$ cat src/stats_pkg.sv
// Shared widths, register map, field layout and states of the counter bank.
package stats_pkg;
  // Register port widths.
  localparam int ADDR_W = 8;
  localparam int DATA_W = 16;
  // Counter geometry: 32 counters of a 30-bit count each.
  localparam int CNT_W = 30;
  localparam int NUM_CNT = 32;
  localparam int IDX_W = 5;
  localparam int RX_NUM = 22;
  localparam int TX_NUM = 10;
  localparam int COLL_W = 5;
  localparam int BIT_W = 16;
  localparam logic [CNT_W-1:0] CNT_ONE = 30'h1;
  localparam logic [CNT_W-1:0] CNT_MAX = 30'h3fffffff;
  // Offsets that hold no counter.
  localparam logic [NUM_CNT-1:0] RSVD_MASK = 32'h00200002;
  // Register offsets on the plain register port.
  localparam logic [ADDR_W-1:0] REG_CTRL = 8'h00;
  localparam logic [ADDR_W-1:0] REG_DATA_HI = 8'h02;
  localparam logic [ADDR_W-1:0] REG_DATA_LO = 8'h04;
  localparam logic [ADDR_W-1:0] REG_IRQ_STAT = 8'h06;
  localparam logic [ADDR_W-1:0] REG_IRQ_MASK = 8'h08;
  // Indirect access control fields: trigger, table select, offset.
  localparam int CTRL_TRIG_BIT = 12;
  localparam int CTRL_SEL_LSB = 10;
  localparam logic [1:0] SEL_STATS = 2'h3;
  localparam int CTRL_OFS_HI = 7;
  // Returned word flags.
  localparam int WORD_OVF_BIT = 31;
  localparam int WORD_VALID_BIT = 30;
  // Collision at or later than this bit time counts as late.
  localparam logic [BIT_W-1:0] LATE_BIT_TIME = 16'h0200;
  // Transmit counter positions relative to the first transmit offset.
  localparam int TX_BASE = 22;
  localparam int TXI_LATE = 0;
  localparam int TXI_PAUSE = 1;
  localparam int TXI_BCAST = 2;
  localparam int TXI_MCAST = 3;
  localparam int TXI_UCAST = 4;
  localparam int TXI_DEFER = 5;
  localparam int TXI_TOTAL = 6;
  localparam int TXI_ABORT = 7;
  localparam int TXI_ONE = 8;
  localparam int TXI_MANY = 9;
  localparam logic [COLL_W-1:0] COLL_ONE = 5'h01;
  // Interrupt status bits.
  localparam int IRQ_W = 2;
  localparam int IRQ_FETCH = 0;
  localparam int IRQ_OVF = 1;
  // Fetch sequencer states.
  typedef enum logic [2:0] {
    FS_IDLE = 3'h1,
    FS_WAIT = 3'h2,
    FS_LOAD = 3'h4
  } fetch_state_t;
endpackage

$ cat src/mac_statistics_counters.sv
// Operation
// - Count collisions at or past 512 bit times.
// - Count pause frames sent.
// - Count good broadcasts sent, including those also flagged multicast.
// - Count good multicasts sent, excluding broadcast.
// - Count good unicast frames sent.
// - Count frames deferred on first attempt.
// - Count collisions, only in half duplex.
// - Count frames abandoned after excessive collisions.
// - Count frames sent after exactly one collision.
// - Count frames sent after several collisions.
// - Control write selects offset, starts fetch.
// - High half then low half presented.
// - Bit 31 flags counter overflow.
// - Bit 30 low means fetch not done.
// - Reading a counter clears it.
// - 30-bit count, valid, overflow; reset zero.
// - 32 counters at offsets 0x00 to 0x1F.
module mac_statistics_counters (
  // Clock, reset and enable
  input wire logic clk,
  input wire logic rst_n,
  input wire logic clkEn,
  // Register port
  input wire logic [stats_pkg::ADDR_W-1:0] regAddr,
  input wire logic [stats_pkg::DATA_W-1:0] regWrData,
  input wire logic regWr,
  input wire logic regRd,
  output logic [stats_pkg::DATA_W-1:0] regRdData,
  // Transmit status
  input wire logic txDone,
  input wire logic txGood,
  input wire logic txBroadcast,
  input wire logic txMulticast,
  input wire logic txPause,
  input wire logic deferred_send_count,
  input wire logic txExcessive,
  input wire logic [stats_pkg::COLL_W-1:0] txCollNum,
  input wire logic txCollision,
  input wire logic [stats_pkg::BIT_W-1:0] collBitTime,
  input wire logic halfDuplex,
  // Receive side events
  input wire logic [stats_pkg::RX_NUM-1:0] rxEvent,
  // Interrupt
  output logic irq
);
  import stats_pkg::*;

  // Transmit increment pulses from the decoder.
  logic [TX_NUM-1:0] txInc;
  // Increment, clear and wrap per counter.
  logic [NUM_CNT-1:0] incVec;
  logic [NUM_CNT-1:0] clrVec;
  logic [NUM_CNT-1:0] wrapVec;
  logic [NUM_CNT-1:0] ovfVec;
  // Count of every counter, addressed by offset.
  logic [CNT_W-1:0] cntArr [NUM_CNT];

  // Fetch sequencer state and selected offset.
  fetch_state_t state_q, state_d;
  logic [IDX_W-1:0] ofs_q, ofs_d;
  // Returned counter word, seen as two halves.
  logic [2*DATA_W-1:0] word_q, word_d;
  // Last written control value, trigger bit not kept.
  logic [DATA_W-1:0] ctrl_q, ctrl_d;
  // Interrupt status and mask.
  logic [IRQ_W-1:0] stat_q, stat_d;
  logic [IRQ_W-1:0] mask_q, mask_d;
  // Read data, valid only the cycle after a read.
  logic [DATA_W-1:0] rd_q, rd_d;

  // Decoded write strobes.
  logic wrCtrl;
  logic wrStat;
  logic wrMask;
  // A fetch request on this cycle.
  logic trig;
  // A fetch completes on this cycle.
  logic loadNow;
  // Hardware events for the interrupt status.
  logic [IRQ_W-1:0] irqEv;

  // The decoder only combines status lines; it holds no state.
  tx_event_decode u_dec (
    .clk(clk),
    .rst_n(rst_n),
    .txDone(txDone),
    .txGood(txGood),
    .txBroadcast(txBroadcast),
    .txMulticast(txMulticast),
    .txPause(txPause),
    .deferred_send_count(deferred_send_count),
    .txExcessive(txExcessive),
    .txCollNum(txCollNum),
    .txCollision(txCollision),
    .collBitTime(collBitTime),
    .halfDuplex(halfDuplex),
    .txInc(txInc)
  );

  // Receive events fill the low offsets and transmit events the top ten.
  // Reserved offsets never count, so they always read back as zero.
  always_comb begin
    incVec = {txInc, rxEvent} & ~RSVD_MASK;
  end

  // One counter per offset; the array is what the fetch indexes.
  genvar gi;
  generate
    for (gi = 0; gi < NUM_CNT; gi++) begin : g_cnt
      stat_counter u_cnt (
        .clk(clk),
        .rst_n(rst_n),
        .clkEn(clkEn),
        .incEn(incVec[gi]),
        .clrEn(clrVec[gi]),
        .count(cntArr[gi]),
        .overflow(ovfVec[gi]),
        .wrapPulse(wrapVec[gi])
      );
    end
  endgenerate

  // Write decode and fetch trigger recognition.
  // Offsets above the counter range are refused so no stray clear happens.
  always_comb begin
    wrCtrl = regWr && (regAddr == REG_CTRL);
    wrStat = regWr && (regAddr == REG_IRQ_STAT);
    wrMask = regWr && (regAddr == REG_IRQ_MASK);
    trig = wrCtrl && regWrData[CTRL_TRIG_BIT] &&
      (regWrData[CTRL_SEL_LSB +: 2] == SEL_STATS) &&
      (regWrData[CTRL_OFS_HI:IDX_W] == '0);
  end

  // Fetch sequencer: a trigger waits one cycle, then loads and clears.
  // A new trigger always restarts; the old counter is then left intact.
  always_comb begin
    state_d = state_q;
    ofs_d = ofs_q;
    word_d = word_q;
    loadNow = 1'b0;
    clrVec = '0;
    case (state_q)
      FS_IDLE: begin
        state_d = FS_IDLE;
      end
      FS_WAIT: begin
        state_d = FS_LOAD;
      end
      FS_LOAD: begin
        loadNow = 1'b1;
        state_d = FS_IDLE;
        word_d[WORD_OVF_BIT] = ovfVec[ofs_q];
        word_d[WORD_VALID_BIT] = 1'b1;
        word_d[CNT_W-1:0] = cntArr[ofs_q];
        clrVec[ofs_q] = 1'b1;
      end
      default: begin
        state_d = FS_IDLE;
      end
    endcase
    if (trig) begin
      // The word reads not valid until the new fetch lands.
      state_d = FS_WAIT;
      ofs_d = regWrData[IDX_W-1:0];
      word_d = '0;
      loadNow = 1'b0;
      clrVec = '0;
    end
  end

  // Sequencer registers.
  always_ff @(posedge clk or negedge rst_n) begin
    if (!rst_n) begin
      state_q <= FS_IDLE;
      ofs_q <= '0;
      word_q <= '0;
    end else if (clkEn) begin
      state_q <= state_d;
      ofs_q <= ofs_d;
      word_q <= word_d;
    end
  end

  // Control, interrupt status and mask next values.
  // Status is write-one-to-clear, and a new event beats the clear.
  always_comb begin
    irqEv = '0;
    irqEv[IRQ_FETCH] = loadNow;
    irqEv[IRQ_OVF] = |wrapVec;
    ctrl_d = ctrl_q;
    if (wrCtrl) begin
      ctrl_d = regWrData;
      ctrl_d[CTRL_TRIG_BIT] = 1'b0;
    end
    stat_d = stat_q;
    if (wrStat) begin
      stat_d = stat_q & ~regWrData[IRQ_W-1:0];
    end
    stat_d = stat_d | irqEv;
    mask_d = wrMask ? regWrData[IRQ_W-1:0] : mask_q;
  end

  // Read mux; data lines are zero except in the cycle after a read.
  // Unmapped offsets read as zero.
  always_comb begin
    rd_d = '0;
    if (regRd) begin
      case (regAddr)
        REG_CTRL: begin
          rd_d = ctrl_q;
        end
        REG_DATA_HI: begin
          rd_d = word_q[2*DATA_W-1:DATA_W];
        end
        REG_DATA_LO: begin
          rd_d = word_q[DATA_W-1:0];
        end
        REG_IRQ_STAT: begin
          rd_d[IRQ_W-1:0] = stat_q;
        end
        REG_IRQ_MASK: begin
          rd_d[IRQ_W-1:0] = mask_q;
        end
        default: begin
          rd_d = '0;
        end
      endcase
    end
  end

  // Register file flip-flops.
  always_ff @(posedge clk or negedge rst_n) begin
    if (!rst_n) begin
      ctrl_q <= '0;
      stat_q <= '0;
      mask_q <= '0;
      rd_q <= '0;
    end else if (clkEn) begin
      ctrl_q <= ctrl_d;
      stat_q <= stat_d;
      mask_q <= mask_d;
      rd_q <= rd_d;
    end
  end

  // Outputs.
  assign regRdData = rd_q;
  // Level interrupt while any unmasked status bit is set.
  assign irq = |(stat_q & mask_q);

  // Helper: the counter value seen at the load.
  logic [CNT_W-1:0] selCnt;
  assign selCnt = cntArr[ofs_q];

  property p_trig_invalid;
    @(posedge clk) disable iff (!rst_n)
    clkEn && trig |=> !word_q[WORD_VALID_BIT] && state_q == FS_WAIT;
  endproperty
  a_trig_invalid: assert property (p_trig_invalid) else $error("stale word valid");

  property p_fetch_two;
    @(posedge clk) disable iff (!rst_n)
    clkEn && trig ##1 (clkEn && !trig)[*2] |=> word_q[WORD_VALID_BIT];
  endproperty
  a_fetch_two: assert property (p_fetch_two) else $error("fetch not done in two");

  property p_load_word;
    @(posedge clk) disable iff (!rst_n)
    clkEn && state_q == FS_LOAD && !trig |=>
      word_q[CNT_W-1:0] == $past(selCnt) && word_q[WORD_OVF_BIT] == $past(ovfVec[ofs_q]);
  endproperty
  a_load_word: assert property (p_load_word) else $error("word mismatch");

  property p_load_clear;
    @(posedge clk) disable iff (!rst_n)
    clkEn && state_q == FS_LOAD && !trig && !incVec[ofs_q] |=> cntArr[$past(ofs_q)] == '0;
  endproperty
  a_load_clear: assert property (p_load_clear) else $error("read did not clear");

  property p_read_hi;
    @(posedge clk) disable iff (!rst_n)
    clkEn && regRd && regAddr == REG_DATA_HI |=> regRdData == $past(word_q[2*DATA_W-1:DATA_W]);
  endproperty
  a_read_hi: assert property (p_read_hi) else $error("high half wrong");

  property p_rsvd;
    @(posedge clk) disable iff (!rst_n)
    (incVec & RSVD_MASK) == '0;
  endproperty
  a_rsvd: assert property (p_rsvd) else $error("reserved offset counts");

  property p_irq_fetch;
    @(posedge clk) disable iff (!rst_n)
    clkEn && loadNow && mask_q[IRQ_FETCH] && !wrMask |=> irq;
  endproperty
  a_irq_fetch: assert property (p_irq_fetch) else $error("fetch interrupt lost");

  // The read data lines rest at zero outside the cycle after a read.
  property p_rd_idle;
    @(posedge clk) disable iff (!rst_n)
    clkEn && !regRd |=> regRdData == '0;
  endproperty
  a_rd_idle: assert property (p_rd_idle) else $error("read data not idle");

  // The low half follows the same one-cycle timing as the high half.
  property p_read_lo;
    @(posedge clk) disable iff (!rst_n)
    clkEn && regRd && regAddr == REG_DATA_LO |=> regRdData == $past(word_q[DATA_W-1:0]);
  endproperty
  a_read_lo: assert property (p_read_lo) else $error("low half wrong");

  // A refused trigger must leave an idle sequencer idle, so no counter is cleared.
  property p_refuse;
    @(posedge clk) disable iff (!rst_n)
    clkEn && wrCtrl && !trig && state_q == FS_IDLE |=> state_q == FS_IDLE;
  endproperty
  a_refuse: assert property (p_refuse) else $error("refused trigger fetched");

  // A set status bit stays until software writes a one to it.
  property p_stat_sticky;
    @(posedge clk) disable iff (!rst_n)
    clkEn && stat_q[IRQ_FETCH] && !(wrStat && regWrData[IRQ_FETCH]) |=> stat_q[IRQ_FETCH];
  endproperty
  a_stat_sticky: assert property (p_stat_sticky) else $error("status bit lost");

  // With the enable low nothing moves, not even a fetch in flight.
  property p_freeze;
    @(posedge clk) disable iff (!rst_n)
    !clkEn |=> $stable(state_q) && $stable(word_q) && $stable(stat_q);
  endproperty
  a_freeze: assert property (p_freeze) else $error("state moved while frozen");

  c_fetch: cover property (@(posedge clk) disable iff (!rst_n)
    clkEn && trig ##1 clkEn[*2] ##1 word_q[WORD_VALID_BIT]);
  c_wrap: cover property (@(posedge clk) disable iff (!rst_n) |wrapVec);
  c_retrig: cover property (@(posedge clk) disable iff (!rst_n)
    state_q == FS_WAIT && trig);
  c_irq: cover property (@(posedge clk) disable iff (!rst_n) irq);
  c_frozen: cover property (@(posedge clk) disable iff (!rst_n) !clkEn && |incVec);
endmodule

$ cat src/stat_counter.sv
// One read-clear statistics counter with a sticky overflow flag.
module stat_counter (
  // Clock, reset and enable
  input wire logic clk,
  input wire logic rst_n,
  input wire logic clkEn,
  // Control
  input wire logic incEn,
  input wire logic clrEn,
  // State
  output logic [stats_pkg::CNT_W-1:0] count,
  output logic overflow,
  output logic wrapPulse
);
  import stats_pkg::*;
  logic [CNT_W-1:0] cnt_q, cnt_d; // Count value.
  logic ovf_q, ovf_d; // Sticky overflow.

  // An event in the clearing cycle survives as a count of one.
  always_comb begin
    cnt_d = cnt_q;
    ovf_d = ovf_q;
    wrapPulse = 1'b0;
    if (clrEn) begin
      cnt_d = '0;
      ovf_d = 1'b0;
    end
    if (incEn) begin
      cnt_d = clrEn ? CNT_ONE : cnt_q + CNT_ONE;
      wrapPulse = !clrEn && (cnt_q == CNT_MAX);
      if (wrapPulse) begin
        ovf_d = 1'b1;
      end
    end
  end

  // Registers reset to zero and freeze while the enable is low.
  always_ff @(posedge clk or negedge rst_n) begin
    if (!rst_n) begin
      cnt_q <= '0;
      ovf_q <= 1'b0;
    end else if (clkEn) begin
      cnt_q <= cnt_d;
      ovf_q <= ovf_d;
    end
  end
  assign count = cnt_q;
  assign overflow = ovf_q;

  property p_cnt_clr;
    @(posedge clk) disable iff (!rst_n)
    clkEn && clrEn && !incEn |=> count == '0 && !overflow;
  endproperty
  a_cnt_clr: assert property (p_cnt_clr) else $error("counter not cleared");
  property p_cnt_wrap;
    @(posedge clk) disable iff (!rst_n)
    clkEn && incEn && !clrEn && count == CNT_MAX |=> overflow && count == '0;
  endproperty
  a_cnt_wrap: assert property (p_cnt_wrap) else $error("wrap lost overflow");
endmodule

$ cat src/tx_event_decode.sv
// Turns transmit status into one increment pulse per transmit counter.
module tx_event_decode (
  // Clock and reset
  input wire logic clk,
  input wire logic rst_n,
  // Transmit status
  input wire logic txDone,
  input wire logic txGood,
  input wire logic txBroadcast,
  input wire logic txMulticast,
  input wire logic txPause,
  input wire logic deferred_send_count,
  input wire logic txExcessive,
  input wire logic [stats_pkg::COLL_W-1:0] txCollNum,
  input wire logic txCollision,
  input wire logic [stats_pkg::BIT_W-1:0] collBitTime,
  input wire logic halfDuplex,
  // Increment pulses
  output logic [stats_pkg::TX_NUM-1:0] txInc
);
  import stats_pkg::*;
  logic sentOk; // Frame finished without error.

  // Broadcast addresses also look multicast, so broadcast wins.
  always_comb begin
    sentOk = txDone && txGood;
    txInc = '0;
    txInc[TXI_LATE] = txCollision && (collBitTime >= LATE_BIT_TIME);
    txInc[TXI_PAUSE] = sentOk && txPause;
    txInc[TXI_BCAST] = sentOk && txBroadcast;
    txInc[TXI_MCAST] = sentOk && txMulticast && !txBroadcast;
    txInc[TXI_UCAST] = sentOk && !txMulticast && !txBroadcast;
    txInc[TXI_DEFER] = txDone && deferred_send_count;
    txInc[TXI_TOTAL] = txCollision && halfDuplex;
    txInc[TXI_ABORT] = txDone && txExcessive;
    txInc[TXI_ONE] = sentOk && (txCollNum == COLL_ONE);
    txInc[TXI_MANY] = sentOk && (txCollNum > COLL_ONE);
  end

  property p_late;
    @(posedge clk) disable iff (!rst_n)
    txCollision && collBitTime < LATE_BIT_TIME |-> !txInc[TXI_LATE];
  endproperty
  a_late: assert property (p_late) else $error("early collision counted late");
  property p_full_dup;
    @(posedge clk) disable iff (!rst_n)
    !halfDuplex |-> !txInc[TXI_TOTAL];
  endproperty
  a_full_dup: assert property (p_full_dup) else $error("full duplex collision counted");
  property p_cast_excl;
    @(posedge clk) disable iff (!rst_n)
    !(txInc[TXI_BCAST] && txInc[TXI_MCAST]) && !(txInc[TXI_UCAST] && txInc[TXI_MCAST]);
  endproperty
  a_cast_excl: assert property (p_cast_excl) else $error("frame in two classes");
  property p_coll_excl;
    @(posedge clk) disable iff (!rst_n)
    !(txInc[TXI_ONE] && txInc[TXI_MANY]);
  endproperty
  a_coll_excl: assert property (p_coll_excl) else $error("one and many both");
endmodule

$ cat config.mk
export PLATFORM = sky130hd
export DESIGN_NAME = mac_statistics_counters
export DESIGN_NICKNAME = d
export VERILOG_FILES = /design/src/stats_pkg.sv /design/src/mac_statistics_counters.sv /design/src/stat_counter.sv /design/src/tx_event_decode.sv
export SDC_FILE = /design/constraint.sdc
export NUM_CORES = 2
export LEC_CHECK = 0
export BUFFER_PORTS_ARGS = -buffer_cell sky130_fd_sc_hd__buf_2
export CORE_MARGIN = 5
export CORE_UTILIZATION = 55
export CTS_CLUSTER_DIAMETER = 100
export DETAILED_ROUTE_END_ITERATION = 8
export GPL_TIMING_DRIVEN = 0
export HOLD_SLACK_MARGIN = 0.05
export PLACE_DENSITY = 0.8
export SYNTH_ARGS = -nofsm -noshare
export SYNTH_HDL_FRONTEND = slang
export SYNTH_HIERARCHICAL = 1
export SYNTH_SLANG_ARGS = --single-unit
$ cat constraint.sdc
create_clock -name clk -period 4.5 [get_ports clk]
set_input_delay 0.9 -clock clk [delete_from_list [all_inputs] [get_ports clk]]
set_output_delay 0.9 -clock clk [all_outputs]
set_load 0.05 [all_outputs]
* Yosys cells after proc, flatten, opt, wreduce, memory -nomap -nowiden
Index checks and enable logic that the tools add are counted. W data, S select, Z words.
Storage, ports and cells: flip-flop bits (word level) 1005, latch bits 0, memory bits (writable) 0, bits in read-only memories 0, input port bits 81, output and inout port bits 17, word-level logic and storage cells 525, memories kept 0
Operators by class: add/subtract/negate cells 30, multiply operators 0, div/mod/pow operators 0, $lt $le $gt $ge 5, equality and inequality tests 38, shift-type cells 0, muxes and demuxes 229, bitwise operators 5, reduce and logical (&&, ||, !) cells 151
Operator list (count):
- $mux W30 | 92
- $add A30 B1 Y30 const B | 30
- $eq A30 B30 Y1 const B | 30
- $bmux W30 S5 | 1
- $mux W32 | 4
- $mux W1 | 124
- $reduce_and A2 Y1 | 34
- $reduce_bool A2 Y1 | 31
- $logic_and A1 B1 Y1 | 50
- $pmux W14 S3 | 1
- $logic_not A1 Y1 | 32
- $reduce_or A30 Y1 | 1
- $eq A8 B3 Y1 const B | 2
- $ge A16 B10 Y1 const B | 1
- $mux W16 | 1
- $pmux W2 S5 | 1
- $eq A8 B2 Y1 const B | 1
- $eq A8 B4 Y1 const B | 1
- $logic_not A8 Y1 | 1
- $ge A6 B6 Y1 const B | 1
- $lt A5 B6 Y1 const B | 1
- $mux W3 | 2
- $not A5 Y6 | 1
- $bmux W1 S5 | 1
- other kinds (13) | 14

* Depth between registers and ports, before layout
depth after elaboration 11, depth in mapped cells 14, depth with buffers taken out 11

* Hierarchy
The synthesis kept the hierarchy.
Modules (own cells, without submodules):
- stat_counter (g_cnt[0].u_cnt ...) | times used 25, cells an instance 200, area each 1766.7 sq um, sequential area each 775.7 sq um
- stat_counter (g_cnt[3].u_cnt ...) | times used 7, cells an instance 198, area each 1770.4 sq um, sequential area each 775.7 sq um
- mac_statistics_counters | times used 1, cells an instance 1156, area each 11332.1 sq um, sequential area each 1878.1 sq um
- tx_event_decode | times used 1, cells an instance 14, area each 91.3 sq um, sequential area each 0.0 sq um

* Worst setup path before layout
Ideal clock, no wire load.
kind input port to flip-flop, from input regAddr[5] in the netlist's numbering, to register g_cnt[25].u_cnt.cnt_q[29], library setup time 0.069 ns, data arrival time 3.413 ns, data required time 4.431 ns, path slack 1.018 ns, cell stages on the path 10, cells stage by stage or4_4 nor4_1 nor4_1 nand3_1 nor2_1 nand2b_1 or2_2 clkbuf_1 or4_1 nand3_1
Between the ends: longest elaborated chain between the ends 8
Ends and longest elaborated chain:
- from (decl) | RTL line mac_statistics_counters.sv:25 | input wire logic [stats_pkg::ADDR_W-1:0] regAddr,
- $logic_not A8 Y1 (*) | RTL line mac_statistics_counters.sv:127 | wrCtrl = regWr && (regAddr == REG_CTRL);
- $logic_and A1 B1 Y1 (*) | RTL line mac_statistics_counters.sv:127
- $logic_and A1 B1 Y1 (*) (2 in a row) | RTL line mac_statistics_counters.sv:130 | trig = wrCtrl && regWrData[CTRL_TRIG_BIT] &&
- $logic_and A1 B1 Y1 (*) | RTL line mac_statistics_counters.sv:131 | (regWrData[CTRL_SEL_LSB +: 2] == SEL_STATS) &&
- $mux W32 (*) | RTL line mac_statistics_counters.sv:162 | if (trig) begin
- net clrVec[25] | RTL line mac_statistics_counters.sv:53 | logic [NUM_CNT-1:0] clrVec;
- $mux W30 or $reduce_bool A2 Y1 (tied branches)
- $mux W30 or $reduce_and A2 Y1 (tied branches)
- to (signal assigned) | RTL line stat_counter.sv:43 | cnt_q <= cnt_d;
- to (decl) | RTL line stat_counter.sv:16 | logic [CNT_W-1:0] cnt_q, cnt_d;
The timed path passes the listed nets; every way through them passes the cells marked *. A chain may end at the register's enable or synchronous reset.

* Final worst setup path
from register ofs_q[1], to register stat_q[1]
Between the ends: longest elaborated chain between the ends 11
Ends and longest elaborated chain:
- from (decl) | RTL line mac_statistics_counters.sv:61 | logic [IDX_W-1:0] ofs_q, ofs_d;
- from (signal assigned) | RTL line mac_statistics_counters.sv:180 | ofs_q <= ofs_d;
- $lt A5 B6 Y1 (implied by the code) or $ge A5 B1 Y1 (tied branches) | RTL line mac_statistics_counters.sv:156 | clrVec[ofs_q] = 1'b1;
- $logic_and A1 B1 Y1 (implied by the code) | RTL line mac_statistics_counters.sv:156
- $mux W1 (implied by the code) | RTL line mac_statistics_counters.sv:156
- $demux W1 S5 (*) | RTL line mac_statistics_counters.sv:156
- $mux W32 (*) | RTL line mac_statistics_counters.sv:143 | case (state_q)
- $mux W32 (*) | RTL line mac_statistics_counters.sv:162
- net clrVec[3] | RTL line mac_statistics_counters.sv:53
- $logic_not A1 Y1 (*) | RTL line stat_counter.sv:30 | wrapPulse = !clrEn && (cnt_q == CNT_MAX);
- $logic_and A1 B1 Y1 (*) | RTL line stat_counter.sv:30
- $mux W1 (*) | RTL line stat_counter.sv:28 | if (incEn) begin
- net wrapVec[3] | RTL line mac_statistics_counters.sv:54 | logic [NUM_CNT-1:0] wrapVec;
- $reduce_or A30 Y1 (*) | RTL line mac_statistics_counters.sv:190 | irqEv[IRQ_OVF] = |wrapVec;
- $or A2 B2 Y2 (*) | RTL line mac_statistics_counters.sv:200 | stat_d = stat_d | irqEv;
- to (signal assigned) | RTL line mac_statistics_counters.sv:241 | stat_q <= stat_d;
- to (decl) | RTL line mac_statistics_counters.sv:67 | logic [IRQ_W-1:0] stat_q, stat_d;
Marks and branches as above.

==> summary.txt <==
f_max: 0.2228 GHz
gpl congestion: 1.082
Slew @ Worst Pin: 1.283 ns
Max clock buf depth: 3
Port Buffers: 86
fin worst setup slack: 0.01134 ns
Critical Path RT: 5.17 ns
delay-heaviest family, CP: simple AND/OR/NAND/NOR gates
R2R Path End: stat_q[1]$_DFFE_PN0P_
Worst setup SP type: flop
Tot GR Track Use: 37.04%
CTS tree: built
Tcrit/Tclk final: 99.75%
Worst-Skew Late Latency: 0.79 ns
clock transition at the registers of the reported paths: 0.07 ns
initial core utilization: 55.13%
initial antenna violation count: 18
1st-pass router iterations: 9
Antenna Violating Nets Remaining: 0
Hold Vio Cnt, Final: 0
Total Power: 24.95 mW
Period minus WS final: 4.489 ns
Mapped Cells: 7556
layout cell share with drive strength beyond 1: 11.07%
setup TNS: 0 ns
top-count cell post-synth: dfrtp_1
clk sinks: 1067
endpoints failing setup: 0
worst slack at placement: -2.502 ns
sw frac: 29.27%
class of the worst hold path: in -> reg
Area growth syn-to-layout: 10.68%
cell internal pwr: 17.65 mW
synth cell count leaders: dfrtp_1 (1066), nor2_1 (945), nand2_1 (549)
Die Height: 361.6 um
Min-Delay Startpoint: regWrData[14]
Die W: 361.6 um
Post-Place Cell Area: 70740 um^2
Reg2Reg Depth: 11
r2r startpoint: ofs_q[1]$_DFFE_PN0P_
Worst slew margin: 14.47%
synth unique cells: 81
Yosys reg bits: 1067
Inst Count DP: 9296
vias in the first global route: 61360
critical-path cell list: clkbuf_1 -> buf_2 -> buf_4 -> nand3_4 -> nor2_2 -> nand2b_1 -> nor3_1 -> nor4_4 -> nand4_1 -> o21ai_0 -> nand2_1
Combinational Power Share: 10.7%
Num CTS Buffers: 121
largest net degree at the start of global routing: 168
design area: 75240 um^2
DRC: 0
status: finished clean
vias: 66210
ys flop type: dfrtp_1
HPWL Detailed: 188800 um
Hold Path End: ctrl_q[14]$_DFFE_PN0P_
Placement Rows: 129
Max FO, Critical Path: 19
leading post-synthesis cells by cell area: dfrtp_1 (39%), nor2_1 (5.2%), mux2i_1 (3.9%), nand4_1 (3.7%), nand3_1 (3.6%)
area leader, netlist: dfrtp_1
Vias/cell: 6.947
Wirelength per Cell: 26.40 um
root buf cell: clkbuf_16
Critical Path AT: 5.16 ns
Post-synth EDFFs: 0
Flop pwr share: 45.8%
Power Dens Cells: 331.6 nW/um^2
Final nets: 7895
crit end category: flop
Max Slew Vio Count: 0
Clock power frac: 43.5%
first-pass GRT wire length: 377600 um
Non-Filler Instances: 9530
Buf/Inv on CP: 3
RSZ-0062 raised after global routing: false
Static Leak: 30.72 nW
Reg2Reg Setup Slack: 0.01 ns
critical path's slowest cell: nor4_4
Placeable Area: 123300 um^2
biggest cell delay along the critical path: 0.56 ns
H-tree Lvls: 3
gr ovfl total: 0
Seq/Total Area, Yosys: 39.28%
worst clock skew: 0.04588 ns
initial DRC count: 9746
die area: 130700 um^2
kind of critical path: reg -> reg
Syn Std Cell Area: 67980 um^2
post-synth top area share: 39.24%
total wire length: 251600 um
max-capacitance violation count: 0
Peak VDD IR: 0.0003394 V
I/O Pins: 98
Avg Cell Area, Syn: 8.997 um^2
hold depth: 2
synth warn: 6
ys async rst share: 100.0%
Psw: 7.305 mW
[cells by family (layout without fill, tap and decap cells)]
| logic type | count (synthesis) | count (layout) | synth area share [%] |
|---|---|---|---|
| AOI/OAI and AO/OA | 1608 | 1608 | 15.29 |
| and+or+nand+nor | 3468 | 3468 | 28.14 |
| buffers and inverters | 549 | 867 | 3.305 |
| other | 1 | 20 | 0.005516 |
| DFF | 1067 | 1067 | 39.28 |
| muxes | 440 | 440 | 8.352 |
| adders and majority gates | 32 | 32 | 0.5889 |
| xor gates and xnor gates | 391 | 391 | 5.037 |
[registers in the layout (all words and copies together) (netlist names)]
register              flops
g_cnt.u_cnt/overflow     32
ctrl_q                   15
stat_q                    2
word_q                   32
ofs_q                     5
state_q                   3
regRdData                16
mask_q                    2
g_cnt.u_cnt/count       960
[worst max path at each step]
stage                          from  cells after the start                               endpoint  slack, ns
6_report       ofs_q[1]$_DFFE_PN0P_                     11                  stat_q[1]$_DFFE_PN0P_       0.01
2_1_floorplan            regAddr[5]                     10  g_cnt[25].u_cnt/count[29]$_DFFE_PN0P_       1.02
3_5_place_dp   ofs_q[1]$_DFFE_PN0P_                     12                  stat_q[1]$_DFFE_PN0P_      -2.50
5_1_grt        ofs_q[1]$_DFFE_PN0P_                     11                  stat_q[1]$_DFFE_PN0P_      0.009
3_3_place_gp                  rst_n                      1   g_cnt[10].u_cnt/count[7]$_DFFE_PN0P_     -21.28
4_1_cts        ofs_q[0]$_DFFE_PN0P_                     11                  stat_q[1]$_DFFE_PN0P_       0.05
[metal layers]
metal	track usage [%]	share of wire, %
met1	49.84	38
met5	1.198	0.12
met2	54.55	43
met4	20.76	6.8
met3	9.681	12
[cells in the final DEF, fill, tap and decap left out, types with 68 or more instances in the layout]
cell type / instances
nand2_1: 549
and3_1: 155
clkbuf_16: 123
nand4_1: 397
buf_2: 164
or4_1: 108
a31oi_1: 137
o211ai_1: 112
o22ai_1: 70
o21ai_0: 398
mux2_2: 73
a21oi_1: 291
o31ai_1: 153
nand3_1: 482
mux4_2: 94
xnor2_1: 146
and2_1: 68
inv_1: 185
clkbuf_1: 251
nor3_1: 250
a22oi_1: 122
dfrtp_1: 1066
nor2_1: 942
xor2_1: 245
mux2i_1: 268
[power by group through the flow]
stage / Combinational (mW) / Clock, mW / Sequential (mW)
after floorplan: 1.66 / 0 / 11.0
after global placement: 2.46 / 0 / 11.5
after detailed placement: 2.57 / 0 / 11.5
after CTS: 2.58 / 11.0 / 11.4
after global routing: 2.88 / 11.3 / 11.5
final: 2.66 / 10.9 / 11.4
[worst register-to-register path, delay by kind of cell (launching register included)]
| family | cells | cell delay, ns |
|---|---|---|
| AOI/OAI and AO/OA | 1 | 0.28 |
| buffers and inverters | 3 | 1.12 |
| DFF | 1 | 0.32 |
| and+or+nand+nor | 7 | 2.63 |
[area by class of cell]
type | count | area (um^2)
flip-flops and latches | 1067 | 26700
repair buffers | 95 | 685.7
clock inverters | 47 | 738.2
diodes | 10 | 25.02
inverters | 185 | 694.4
well taps | 1637 | 2048
multi-input cells | 5949 | 39180
fillers | 10500 | 48070
plain buffers | 363 | 1554
clock buffers | 177 | 3611
[through the flow]
step / hold WS [ns] / util, %
after global routing: 0.3512 / 61.00
after floorplan: 0.4426 / -
after CTS: 0.3333 / 60.96
after global placement: 0.4561 / 57.17
final: 0.3662 / 61.02
after detailed placement: 0.4621 / 57.37
[repair_timing]
action,4_1_cts,5_1_grt
gates cloned,0,0
setup buffers,0,0
hold buffers,1,0
resized for setup,15,8
setup endpoints to repair,954,134
pin swaps,0,0
endpoints found under the hold margin,22,0
(Power assumes the default switching activity.)
